==> config.mk <==
export PLATFORM = sky130hd
export DESIGN_NAME = p5pm_port5_pin_mode_pullup
export DESIGN_NICKNAME = d
export VERILOG_FILES = /design/src/p5pm_pkg.sv /design/src/p5pm_port5_pin_mode_pullup.sv
export SDC_FILE = /design/constraint.sdc
export NUM_CORES = 1
export LEC_CHECK = 0
export BUFFER_PORTS_ARGS = -buffer_cell sky130_fd_sc_hd__buf_2
export CORE_UTILIZATION = 26
export DETAILED_ROUTE_END_ITERATION = 8
export PLACE_DENSITY_LB_ADDON = 0.3
export SETUP_SLACK_MARGIN = 0.15
export SYNTH_ARGS = -nofsm -noshare
export SYNTH_HDL_FRONTEND = slang
export SYNTH_SLANG_ARGS = --single-unit
export TNS_END_PERCENT = 100
==> constraint.sdc <==
create_clock -name clock -period 1.2 [get_ports clock]
set_clock_uncertainty 0.15 [all_clocks]
set_input_delay 0.3 -clock clock [delete_from_list [all_inputs] [get_ports clock]]
set_output_delay 0.3 -clock clock [all_outputs]
set_load 0.01 [all_outputs]
==> src/p5pm_pkg.sv <==
// shared constants, mode codes and pad bundle for the port 5 low-pin mode block
// Functional notes
// - mode code 01: open-drain, pull low for data 0, release for data 1
// - mode code 10: push-pull, pin driven high and low following the data bit
// - pull-up enable bit 1 connects the pin's pull-up, 0 disconnects it
// - pull-up enable bit n controls pin n, upper bits map to pins 4 to 7
// - pull-up forced off in push-pull or segment mode, whatever the enable bit says
package p5pm_pkg;

  localparam int unsigned P5PM_DATA_W   = 8;
  localparam int unsigned P5PM_ADDR_W   = 8;
  localparam int unsigned P5PM_PINS     = 8;
  localparam int unsigned P5PM_LOW_PINS = 4;
  localparam int unsigned P5PM_FIELD_W  = 2;

  localparam logic [P5PM_ADDR_W-1:0] P5PM_PULLUP_ADDR = 8'hef;
  localparam logic [P5PM_ADDR_W-1:0] P5PM_MODE_ADDR   = 8'hfa;

  localparam logic [P5PM_DATA_W-1:0] P5PM_PULLUP_RST = 8'h00;
  localparam logic [P5PM_DATA_W-1:0] P5PM_MODE_RST   = 8'h00;
  localparam logic [P5PM_DATA_W-1:0] P5PM_UNMAPPED   = 8'h00;

  typedef enum logic [P5PM_FIELD_W-1:0] {
    P5PM_MODE_INPUT     = 2'h0,
    P5PM_MODE_OPENDRAIN = 2'h1,
    P5PM_MODE_PUSHPULL  = 2'h2,
    P5PM_MODE_SEGMENT   = 2'h3
  } p5pm_mode_e;

  // register-addressing access from the core
  typedef struct packed {
    logic                   wr;
    logic                   rd;
    logic [P5PM_ADDR_W-1:0] addr;
    logic [P5PM_DATA_W-1:0] wdata;
  } p5pm_req_s;

  // per-port pad controls, one bit per low pin for drive and segment, one bit per pin for pull-up
  typedef struct packed {
    logic [P5PM_LOW_PINS-1:0] pad_out;
    logic [P5PM_LOW_PINS-1:0] pad_oe;
    logic [P5PM_LOW_PINS-1:0] lcd_segment_output;
    logic [P5PM_PINS-1:0]     pullup_on;
  } p5pm_pad_s;

endpackage

==> src/p5pm_port5_pin_mode_pullup.sv <==
// port 5 low-pin mode decode, pull-up enable register and pad control outputs
`timescale 1ns/1ps
module p5pm_port5_pin_mode_pullup #(
  parameter int unsigned DATA_W   = 8,
  parameter int unsigned LOW_PINS = 4
) (
  input  wire  logic                                 clock,
  input  wire  logic                                 rst_n,
  input  wire  p5pm_pkg::p5pm_req_s                  req,
  output logic [p5pm_pkg::P5PM_DATA_W-1:0]           rdata,
  input  wire  logic [p5pm_pkg::P5PM_LOW_PINS-1:0]   port_data_out,
  input  wire  logic [p5pm_pkg::P5PM_PINS-1:0]       upper_pullup_block,
  output p5pm_pkg::p5pm_pad_s                        pad
);
  import p5pm_pkg::*;

  // the fixed layout serves one 8-bit register carrying four two-bit mode fields
  if (DATA_W != P5PM_DATA_W || LOW_PINS != P5PM_LOW_PINS)
  begin : g_check
    $error("p5pm: only an 8-bit register and four low pins are supported");
  end

  if (P5PM_LOW_PINS * P5PM_FIELD_W != P5PM_DATA_W)
  begin : g_check_fields
    $error("p5pm: the mode fields must fill the control register exactly");
  end

  if (P5PM_PINS > P5PM_DATA_W || P5PM_LOW_PINS > P5PM_PINS)
  begin : g_check_pins
    $error("p5pm: every pin needs its own pull-up enable bit");
  end

  if (P5PM_PULLUP_ADDR == P5PM_MODE_ADDR)
  begin : g_check_addr
    $error("p5pm: the two registers need distinct addresses");
  end

  logic [P5PM_DATA_W-1:0]   pullup_reg;
  logic [P5PM_DATA_W-1:0]   pullup_next;
  logic [P5PM_DATA_W-1:0]   mode_reg;
  logic [P5PM_DATA_W-1:0]   mode_next;
  logic [P5PM_DATA_W-1:0]   rdata_reg;
  logic [P5PM_DATA_W-1:0]   rdata_next;
  p5pm_pad_s                pad_reg;
  p5pm_pad_s                pad_next;
  logic                     wr_pullup;
  logic                     wr_mode;
  logic                     rd_pullup;
  logic                     rd_mode;
  logic                     rd_other;
  logic [P5PM_LOW_PINS-1:0] pin_out;
  logic [P5PM_LOW_PINS-1:0] pin_oe;
  logic [P5PM_LOW_PINS-1:0] pin_seg;
  logic [P5PM_PINS-1:0]     pin_block;
  logic [P5PM_PINS-1:0]     pin_pullup;

  // register-address decode; writes elsewhere are dropped, reads elsewhere return zero
  always_comb
  begin
    wr_pullup = 1'b0;
    wr_mode   = 1'b0;
    rd_pullup = 1'b0;
    rd_mode   = 1'b0;
    rd_other  = 1'b0;
    case (req.addr)
      P5PM_PULLUP_ADDR:
      begin
        wr_pullup = req.wr;
        rd_pullup = req.rd;
      end
      P5PM_MODE_ADDR:
      begin
        wr_mode = req.wr;
        rd_mode = req.rd;
      end
      default:
      begin
        rd_other = req.rd;
      end
    endcase
  end

  // control registers; reset leaves every pin an input with its pull-up off
  always_comb
  begin
    pullup_next = pullup_reg;
    mode_next   = mode_reg;
    if (wr_pullup)
    begin
      pullup_next = req.wdata;
    end
    if (wr_mode)
    begin
      mode_next = req.wdata;
    end
  end

  always_ff @(posedge clock)
  begin
    if (!rst_n)
    begin
      pullup_reg <= P5PM_PULLUP_RST;
      mode_reg   <= P5PM_MODE_RST;
    end
    else
    begin
      pullup_reg <= pullup_next;
      mode_reg   <= mode_next;
    end
  end

  // read data holds until the next read; a read beside a write returns the old value
  always_comb
  begin
    rdata_next = rdata_reg;
    if (rd_other)
    begin
      rdata_next = P5PM_UNMAPPED;
    end
    if (rd_pullup)
    begin
      rdata_next = pullup_reg;
    end
    if (rd_mode)
    begin
      rdata_next = mode_reg;
    end
  end

  always_ff @(posedge clock)
  begin
    if (!rst_n)
    begin
      rdata_reg <= P5PM_UNMAPPED;
    end
    else
    begin
      rdata_reg <= rdata_next;
    end
  end

  // per-pin mode decode; pins 4 to 7 take their block term from the upper control logic
  genvar gi;
  for (gi = 0; gi < P5PM_PINS; gi++)
  begin : g_pin
    if (gi < P5PM_LOW_PINS)
    begin : g_low
      p5pm_mode_e mode;
      logic       out_bit;
      logic       oe_bit;
      logic       seg_bit;
      logic       block_bit;
      assign mode = p5pm_mode_e'(mode_reg[gi*P5PM_FIELD_W +: P5PM_FIELD_W]);
      always_comb
      begin
        out_bit   = 1'b0;
        oe_bit    = 1'b0;
        seg_bit   = 1'b0;
        block_bit = 1'b0;
        case (mode)
          P5PM_MODE_INPUT:
          begin
            oe_bit = 1'b0;
          end
          P5PM_MODE_OPENDRAIN:
          begin
            out_bit = 1'b0;
            oe_bit  = ~port_data_out[gi];
          end
          P5PM_MODE_PUSHPULL:
          begin
            out_bit   = port_data_out[gi];
            oe_bit    = 1'b1;
            block_bit = 1'b1;
          end
          P5PM_MODE_SEGMENT:
          begin
            seg_bit   = 1'b1;
            block_bit = 1'b1;
          end
          default:
          begin
            oe_bit = 1'b0;
          end
        endcase
      end
      assign pin_out[gi]   = out_bit;
      assign pin_oe[gi]    = oe_bit;
      assign pin_seg[gi]   = seg_bit;
      assign pin_block[gi] = block_bit;
    end
    else
    begin : g_high
      assign pin_block[gi] = upper_pullup_block[gi];
    end
    assign pin_pullup[gi] = pullup_reg[gi] & ~pin_block[gi];
  end

  // pad controls are registered so the pads never see decode glitches
  always_comb
  begin
    pad_next.pad_out            = pin_out;
    pad_next.pad_oe             = pin_oe;
    pad_next.lcd_segment_output = pin_seg;
    pad_next.pullup_on          = pin_pullup;
  end

  always_ff @(posedge clock)
  begin
    if (!rst_n)
    begin
      pad_reg <= '0;
    end
    else
    begin
      pad_reg <= pad_next;
    end
  end

  assign pad   = pad_reg;
  assign rdata = rdata_reg;

endmodule

After elaboration in Yosys (flattened, before gate mapping)
Cells that the tools add are included.

storage, ports and cells
  bits in registers = 44
  bits in latches = 0
  RAM bits = 0
  memory bits (read-only) = 0
  bits of input ports = 32
  output and inout port bits = 28
  word-level logic and storage cells = 74
  memories kept = 0

cells by class
  add/subtract/negate cells = 0
  multipliers = 0
  div/mod/pow operators = 0
  magnitude comparators = 0
  equality and inequality tests = 14
  shift operators = 0
  mux-type cells = 20
  bitwise logic cells = 20
  reductions and logical operators = 10

operators by type and width
  kind                                                                   count
  8-bit two-way mux                                                      3
  2-bit equality test, second input constant                             8
  8-bit equality test, second input constant                             2
  1-bit two-way mux                                                      13
  1-bit inverter                                                         12
  2-bit OR reduction                                                     5
  1-bit AND                                                              8
  2-bit by 1-bit equality test with 1-bit output, second input constant  4
  1-bit one-hot mux with 2 select lines                                  4
  2-bit AND reduction                                                    4
  3-bit nonzero test                                                     1

Logic depth before layout (Yosys ltp)
Gate-level depths: netlist (run 1).

  depth in word-level cells = 6
  depth in mapped cells = 5
  gate-level depth less buffers = 4

Least setup slack after synthesis (run 1)
Ideal clock, no wire load.

  path type = input -> register
  start point = input req[10] in the netlist's numbering
  end point = register mode_reg[0]
  library setup time = 122 ps
  data arrival time = 965 ps
  required time = 928 ps
  slack = -37 ps
  stages on the path = 4
  buffers on the path = 1
  cell sequence = and4bb_1 buf_6 nand3_4 mux2i_1

on the way
  cells in the longest elaborated chain, start to end = 2

ends and longest elaborated chain
  item                    RTL line                           source
  start: declaration      p5pm_port5_pin_mode_pullup.sv:9    input wire p5pm_pkg::p5pm_req_s req,
  8-bit equality test     p5pm_port5_pin_mode_pullup.sv:65   case (req.addr)
  1-bit two-way mux       p5pm_port5_pin_mode_pullup.sv:65
  end signal: assignment  p5pm_port5_pin_mode_pullup.sv:108  mode_reg <= mode_next;
  end: declaration        p5pm_port5_pin_mode_pullup.sv:40   logic [P5PM_DATA_W-1:0] mode_reg;

No other way between the ends.
A chain may end at the register's enable or synchronous reset.

Worst setup path after layout (run 1)
  start point = register rdata_reg[3] (netlist: rdata[3])
  end point = output rdata[3] in the netlist's numbering

RTL lines
  item                      RTL line                           source
  start: declaration        p5pm_port5_pin_mode_pullup.sv:42   logic [P5PM_DATA_W-1:0] rdata_reg;
  start signal: assignment  p5pm_port5_pin_mode_pullup.sv:138  rdata_reg <= rdata_next;
  end: declaration          p5pm_port5_pin_mode_pullup.sv:10   output logic [p5pm_pkg::P5PM_DATA_W-1:0] rdata,

No word-level cell between the ends.

==> results of run 1 <==
[placed cells by master, fill, tap and decap left out, types with 6 or more instances in the layout]
| cell | synthesis | routed |
|---|---|---|
| mux2i_1 | 16 | 16 |
| ha_4 | 0 | 8 |
| buf_2 | 0 | 37 |
| dfxtp_1 | 44 | 24 |
| nand2_1 | 24 | 24 |
| a31oi_1 | 8 | 8 |
| dfxtp_2 | 0 | 12 |
| inv_1 | 12 | 6 |
| o21ai_0 | 8 | 8 |
| nand4_1 | 8 | 8 |
| dfxtp_4 | 0 | 8 |
| buf_6 | 4 | 25 |
[layer usage]
layer	up-vias	track usage (%)
li1	755	-
met2	39	19.9
met1	672	15.5
met5	-	0
met3	6	3.89
met4	0	3.64
[logic make-up after synthesis]
family	after synthesis	share of synthesized area [%]
DFF	44	48.8
adders and majority gates	12	8.32
muxes	16	8.88
and+or+nand+nor	65	21.4
buffers and inverters	23	6.45
AOI/OAI and AO/OA	20	6.10
[stage by stage]
| stage | worst slack, ns | instances | TNS [ns] | total power, W | instance area [um^2] |
|---|---|---|---|---|---|
| detailed placement | -0.258 | 314 | -4.98 | 0.00169 | 2250 |
| finish | 0.00515 | 325 | 0 | 0.00257 | 2740 |
| floorplan | -0.0236 | 180 | -0.331 | 0.00159 | 1800 |
| global placement | -0.229 | 314 | -4.64 | 0.00169 | 2250 |
| global route | -0.0240 | 325 | -0.178 | 0.00269 | 2740 |
| CTS | -0.00546 | 322 | -0.0104 | 0.00261 | 2520 |
[power groups by stage]
| stage | Sequential, W | Clock [W] | Combinational (W) |
|---|---|---|---|
| 3_3_place_gp | 0.00151 | 0 | 0.000173 |
| 5_1_grt | 0.00147 | 0.000983 | 0.000239 |
| 6_report | 0.00147 | 0.000888 | 0.000218 |
| 2_1_floorplan | 0.00152 | 0 | 0.0000732 |
| 3_5_place_dp | 0.00151 | 0 | 0.000174 |
| 4_1_cts | 0.00148 | 0.000917 | 0.000209 |
[cell usage after synthesis, drive strengths merged]
master  instances
nor3b           4
and2            4
nand3          10
and4            1
dfxtp          44
and4bb          1
buf             4
nor2            2
o21ai           8
clkbuf          7
nor4bb          1
inv            12
a31oi           8
and4b           1
ha             12
nand4           8
and3b           4
nand2          24
and3            5
mux2i          16
a21oi           4
[worst min-delay path by stage]
stage	start	end	slack (ns)	cells after the start
finish	port_data_out[3]	pad[19]	0.09	2
floorplan	pullup_reg[1]	pad[1]	0.28	2
global placement	pullup_reg[2]	pad[2]	0.31	2
CTS	port_data_out[1]	pad[17]	0.08	2
detailed placement	pullup_reg[2]	pad[2]	0.31	2
global route	port_data_out[1]	pad[17]	0.09	2
[what timing repair did]
action	CTS	global route
endpoints found under the setup margin	59	60
gates cloned	1	0
resized for setup	46	48
pin swaps	11	28
buffers inserted	0	3
[layout make-up]
| cell class | count | area share (%) |
|---|---|---|
| well taps | 77 | 3.52 |
| inverters | 12 | 1.92 |
| clock inverters | 1 | 0.183 |
| clock buffers | 6 | 2.65 |
| flip-flops and latches | 44 | 33.8 |
| multi-input cells | 113 | 35.6 |
| repair buffers | 72 | 22.3 |
[worst register-to-register path, cell delays in order, from the launching register on]
cell,delay [ns]
dfxtp_4,0.39
inv_4,0.04
ha_4,0.16
nor4bb_1,0.23
==> run_results.csv, run 1 <==
group,metric,value,unit
setup_path,path_cells,"buf_6",
sta,setup_viol,0,
synth,synth.largest_area_cell,"dfxtp_1",
power_and_ir_drop,p_per_area,939,nW/um^2
setup_path,startpoint,"rdata[3]",
final_layout,multi_input_area,976,um^2
final_layout,ff_latch_area,926,um^2
setup_path,required,0.75,ns
cts,cts_made_buffers,5,
sta,worst_pin_slew,0.386,ns
setup_path,cp_top_family,"flip-flops",
setup_path,endpoint_kind,"primary output",
setup_path,r2r-end,"pad[3]",
setup_path,critPathMaxFanout,2,
place,gp_congestion,0.716,
sta,finalHoldViolations,0,
power_and_ir_drop,p_comb_share,8.5,%
cts,clockRootBuffer,"clkbuf_8",
route,antenna_left,0,
route,routed-wl-met3,251,um
synth,ys_warn_count,0,
grt,grt_usage,12.2,%
grt,grt_max_degree,36,
min_path,hold_class,"in2reg",
final_layout,fin_util,42.0,%
die,design.die.area,7280,um^2
route,drt_iter0_markers,46,
sta,fmax,0.837,GHz
final_layout,fillCellCount,631,
sta,rsz0062_at_grt,"true",
setup_path,rrSetupSlack,0.14,ns
cts,htree_levels,2,
power_and_ir_drop,max-vdd-ir-drop,409,uV
setup_path,cp-start-kind,"register",
power_and_ir_drop,leakagePower,1.25,nW
setup_path,path_depth,1,
route,top_layer_used,"met4",
flow_run,drv_cap,0,
power_and_ir_drop,clkPwrFrac,34.5,%
die,top_level_ports,60,
synth,ys_seq_area_share,48.8,%
synth,yosys_register_bits,44,
power_and_ir_drop,seqPwrFrac,57.0,%
sta,min_period_over_period,99.6,%
route,met2_length,1950,um
grt,grt-ovfl-total,0,
final_layout,diodes,0,
synth,synth_nets,224,
cts,insertion_delay,0.29,ns
setup_path,cpPeakStageDelay,0.34,ns
setup_path,cp_slowest_cell,"dfxtp_2",
cts,cts_tree,"built",
sta,timing.hold.ws,0.0932,ns
setup_path,arrival,0.74,ns
sta,slew_headroom,74.2,%
route,vias_per_cell,4.53,
die,core_area,6530,um^2
synth,synth_top_area_share,48.8,%
cts,cts_sinks,44,
place,port_buffers,55,
synth,postSynthCellCount,180,
route,drc,0,
synth,syn_area,1800,um^2
power_and_ir_drop,switching_power,0.000601,W
status,status,"finished, final reports clean",
route,wl_met1,1890,um
synth,synth.area.top_cells,"dfxtp_1 49%, mux2i_1 8.9%, ha_1 8.3%",
power_and_ir_drop,internal-power,0.00197,W
cts,path_clk_slew,0.08,ns
grt,grt_pass1_vias,1458,
synth,syn_avg_cell_area,10.0,um^2
route,drt_wl_total,4150,um
setup_path,cp-endpoint,"rdata[3]",
grt,grt_pass1_wl,6880,um
sta,final_max_slew_viol_count,0,
die,chipWidth,85.3,um
setup_path,path_buf_inv,1,
final_layout,nets,292,
power_and_ir_drop,swShare,23.4,%
final_layout,drive_gt1_share,53.2,%
final_layout,syn2layout_area_growth,51.9,%
setup_path,r2r-start,"mode_reg[6]",
place,post-dp-hpwl,2740,um
setup_path,critPathKind,"reg2out",
route,first_pass_iters,4,
route,wl_per_cell,12.8,um
cts,hold_buffers,0,
synth,ys_types,22,
cts,cts.path.max_buffers,2,
setup_path,reg2regPathDepth,3,
die,fp.dieH,85.3,um
die,start_util,27.6,%
grt,antenna_found_initial,0,
final_layout,largest_register_ffs,20,
route,via_count,1472,
sta,fin_crit,1.19,ns
die,rows,29,
No activity file was read; power rests on OpenSTA's default activity.
==> run 2, diff against run 1 <==
SETUP_SLACK_MARGIN = 0.02   (was 0.15)
==> run_results.csv, run 2 (same netlist as run 1, synthesis figures left out) <==
group,metric,value,unit
final_layout,nets,290,
final_layout,syn2layout_area_growth,35.8,%
die,rows,29,
setup_path,critPathMaxFanout,2,
place,port_buffers,55,
power_and_ir_drop,max-vdd-ir-drop,412,uV
die,start_util,27.6,%
flow_run,drv_cap,0,
place,pre_cts_ws,-0.258,ns
die,design.die.area,7280,um^2
route,wl_per_cell,11.9,um
final_layout,drive_gt1_share,39.8,%
final_layout,mostFrequentLayoutCells,"43 x buf_2, 28 x dfxtp_1, 24 x nand2_1, 16 x mux2i_1, 16 x dfxtp_2",
cts,hold_buffers,0,
setup_path,arrival,0.75,ns
power_and_ir_drop,internal-power,0.00197,W
setup_path,reg2regPathDepth,3,
die,core_area,6530,um^2
grt,grt_max_degree,36,
route,vias_per_cell,4.48,
min_path,hold_class,"in2reg",
setup_path,required,0.75,ns
final_layout,largest_register_ffs,20,
power_and_ir_drop,p_per_area,1040,nW/um^2
cts,clockRootBuffer,"clkbuf_8",
sta,fin_crit,1.20,ns
power_and_ir_drop,swShare,22.9,%
setup_path,path_buf_inv,1,
power_and_ir_drop,p_comb_share,7.5,%
sta,finalHoldViolations,0,
route,drc,0,
sta,fmax,0.835,GHz
route,antenna_left,0,
sta,min_period_over_period,99.7,%
grt,grt_pass1_vias,1412,
power_and_ir_drop,seqPwrFrac,58.1,%
route,via_count,1447,
min_path,hold_depth,2,
sta,slew_headroom,74.7,%
sta,worst_pin_slew,0.379,ns
place,post-dp-hpwl,2740,um
cts,cts_tree,"built",
cts,cts_sinks,44,
final_layout,diodes,0,
cts,cts.path.max_buffers,2,
setup_path,path_depth,1,
die,fp.dieH,85.3,um
setup_path,path_cells,"buf_6",
place,gp_congestion,0.716,
sta,timing.hold.ws,0.0928,ns
die,top_level_ports,60,
setup_path,cp_top_family,"flip-flops",
cts,htree_levels,2,
route,drt_wl_total,3860,um
power_and_ir_drop,leakagePower,1.20,nW
cts,path_clk_slew,0.08,ns
setup_path,cp_slowest_cell,"dfxtp_2",
sta,final_max_slew_viol_count,0,
sta,setup_viol,0,
cts,cts_made_buffers,5,
setup_path,endpoint_kind,"primary output",
sta,setup_ws,0.00309,ns
power_and_ir_drop,clkPwrFrac,34.4,%
die,chipWidth,85.3,um
power_and_ir_drop,switching_power,0.000586,W
setup_path,cp-start-kind,"register",
setup_path,cpPeakStageDelay,0.34,ns
status,status,"finished, final reports clean",
route,drt_iter0_markers,62,
grt,grt-ovfl-total,0,
grt,grt_pass1_wl,6470,um
route,first_pass_iters,4,
cts,insertion_delay,0.29,ns
grt,antenna_found_initial,0,
grt,grt_usage,11.4,%
sta,rsz0062_at_grt,"true",
power_and_ir_drop,finalPower,0.00256,W
final_layout,final_common_cell,"buf_2",
setup_path,critPathKind,"reg2out",
## run 2: cell types whose count changed in the layout (fill, tap and decap cells not counted), sizes merged
cell / delta
buf: -2
## run 2: power by group through the flow
stage / logic, W / registers, W / clock network (W)
CTS: 0.000189 / 0.00148 / 0.000918
floorplan: 0.0000732 / 0.00152 / 0
detailed placement: 0.000174 / 0.00151 / 0
global route: 0.000213 / 0.00149 / 0.000975
finish: 0.000192 / 0.00148 / 0.000880
global placement: 0.000173 / 0.00151 / 0
## run 2: layer usage
metal / global-route usage (%) / part of all wire (%) / routed length [um]
met2: 19.0 / 47 / 1800
met5: 0 / 0 / 0
met1: 14.0 / 46 / 1770
met3: 3.89 / 6.4 / 248
met4: 3.64 / 0.91 / 35
## run 2: final cells by class
type	instances	area, um^2
inverters	12	45.0
multi-input cells	113	817
clock inverters	1	5.00
well taps	77	96.3
flip-flops and latches	44	901
repair buffers	70	513
fillers	664	4080
clock buffers	6	72.6
## run 2: timing repair
action | CTS | global route
setup buffers | 0 | 2
endpoints found under the setup margin | 18 | 34
pin swaps | 0 | 1
gates resized for setup | 16 | 15
## run 2: worst paths after layout
check                                 startpoint  endpoint  slack [ns]
worst max-delay path                    rdata[3]  rdata[3]       0.003
worst min register to register     pullup_reg[1]    pad[1]        0.32
worst min-delay path            port_data_out[1]   pad[17]        0.09
worst max register to register       mode_reg[6]    pad[3]        0.08
## run 2: metrics by stage
| step | util (%) | area (um^2) | cells | setup TNS, ns |
|---|---|---|---|---|
| 3_5_place_dp | 34.5 | 2250 | 314 | -4.98 |
| 6_report | 37.5 | 2450 | 323 | 0 |
| 2_1_floorplan | - | 1800 | 180 | -0.331 |
| 5_1_grt | 37.5 | 2450 | 323 | -0.149 |
| 4_1_cts | 36.6 | 2390 | 321 | -0.0104 |
| 3_3_place_gp | 34.5 | 2250 | 314 | -4.64 |
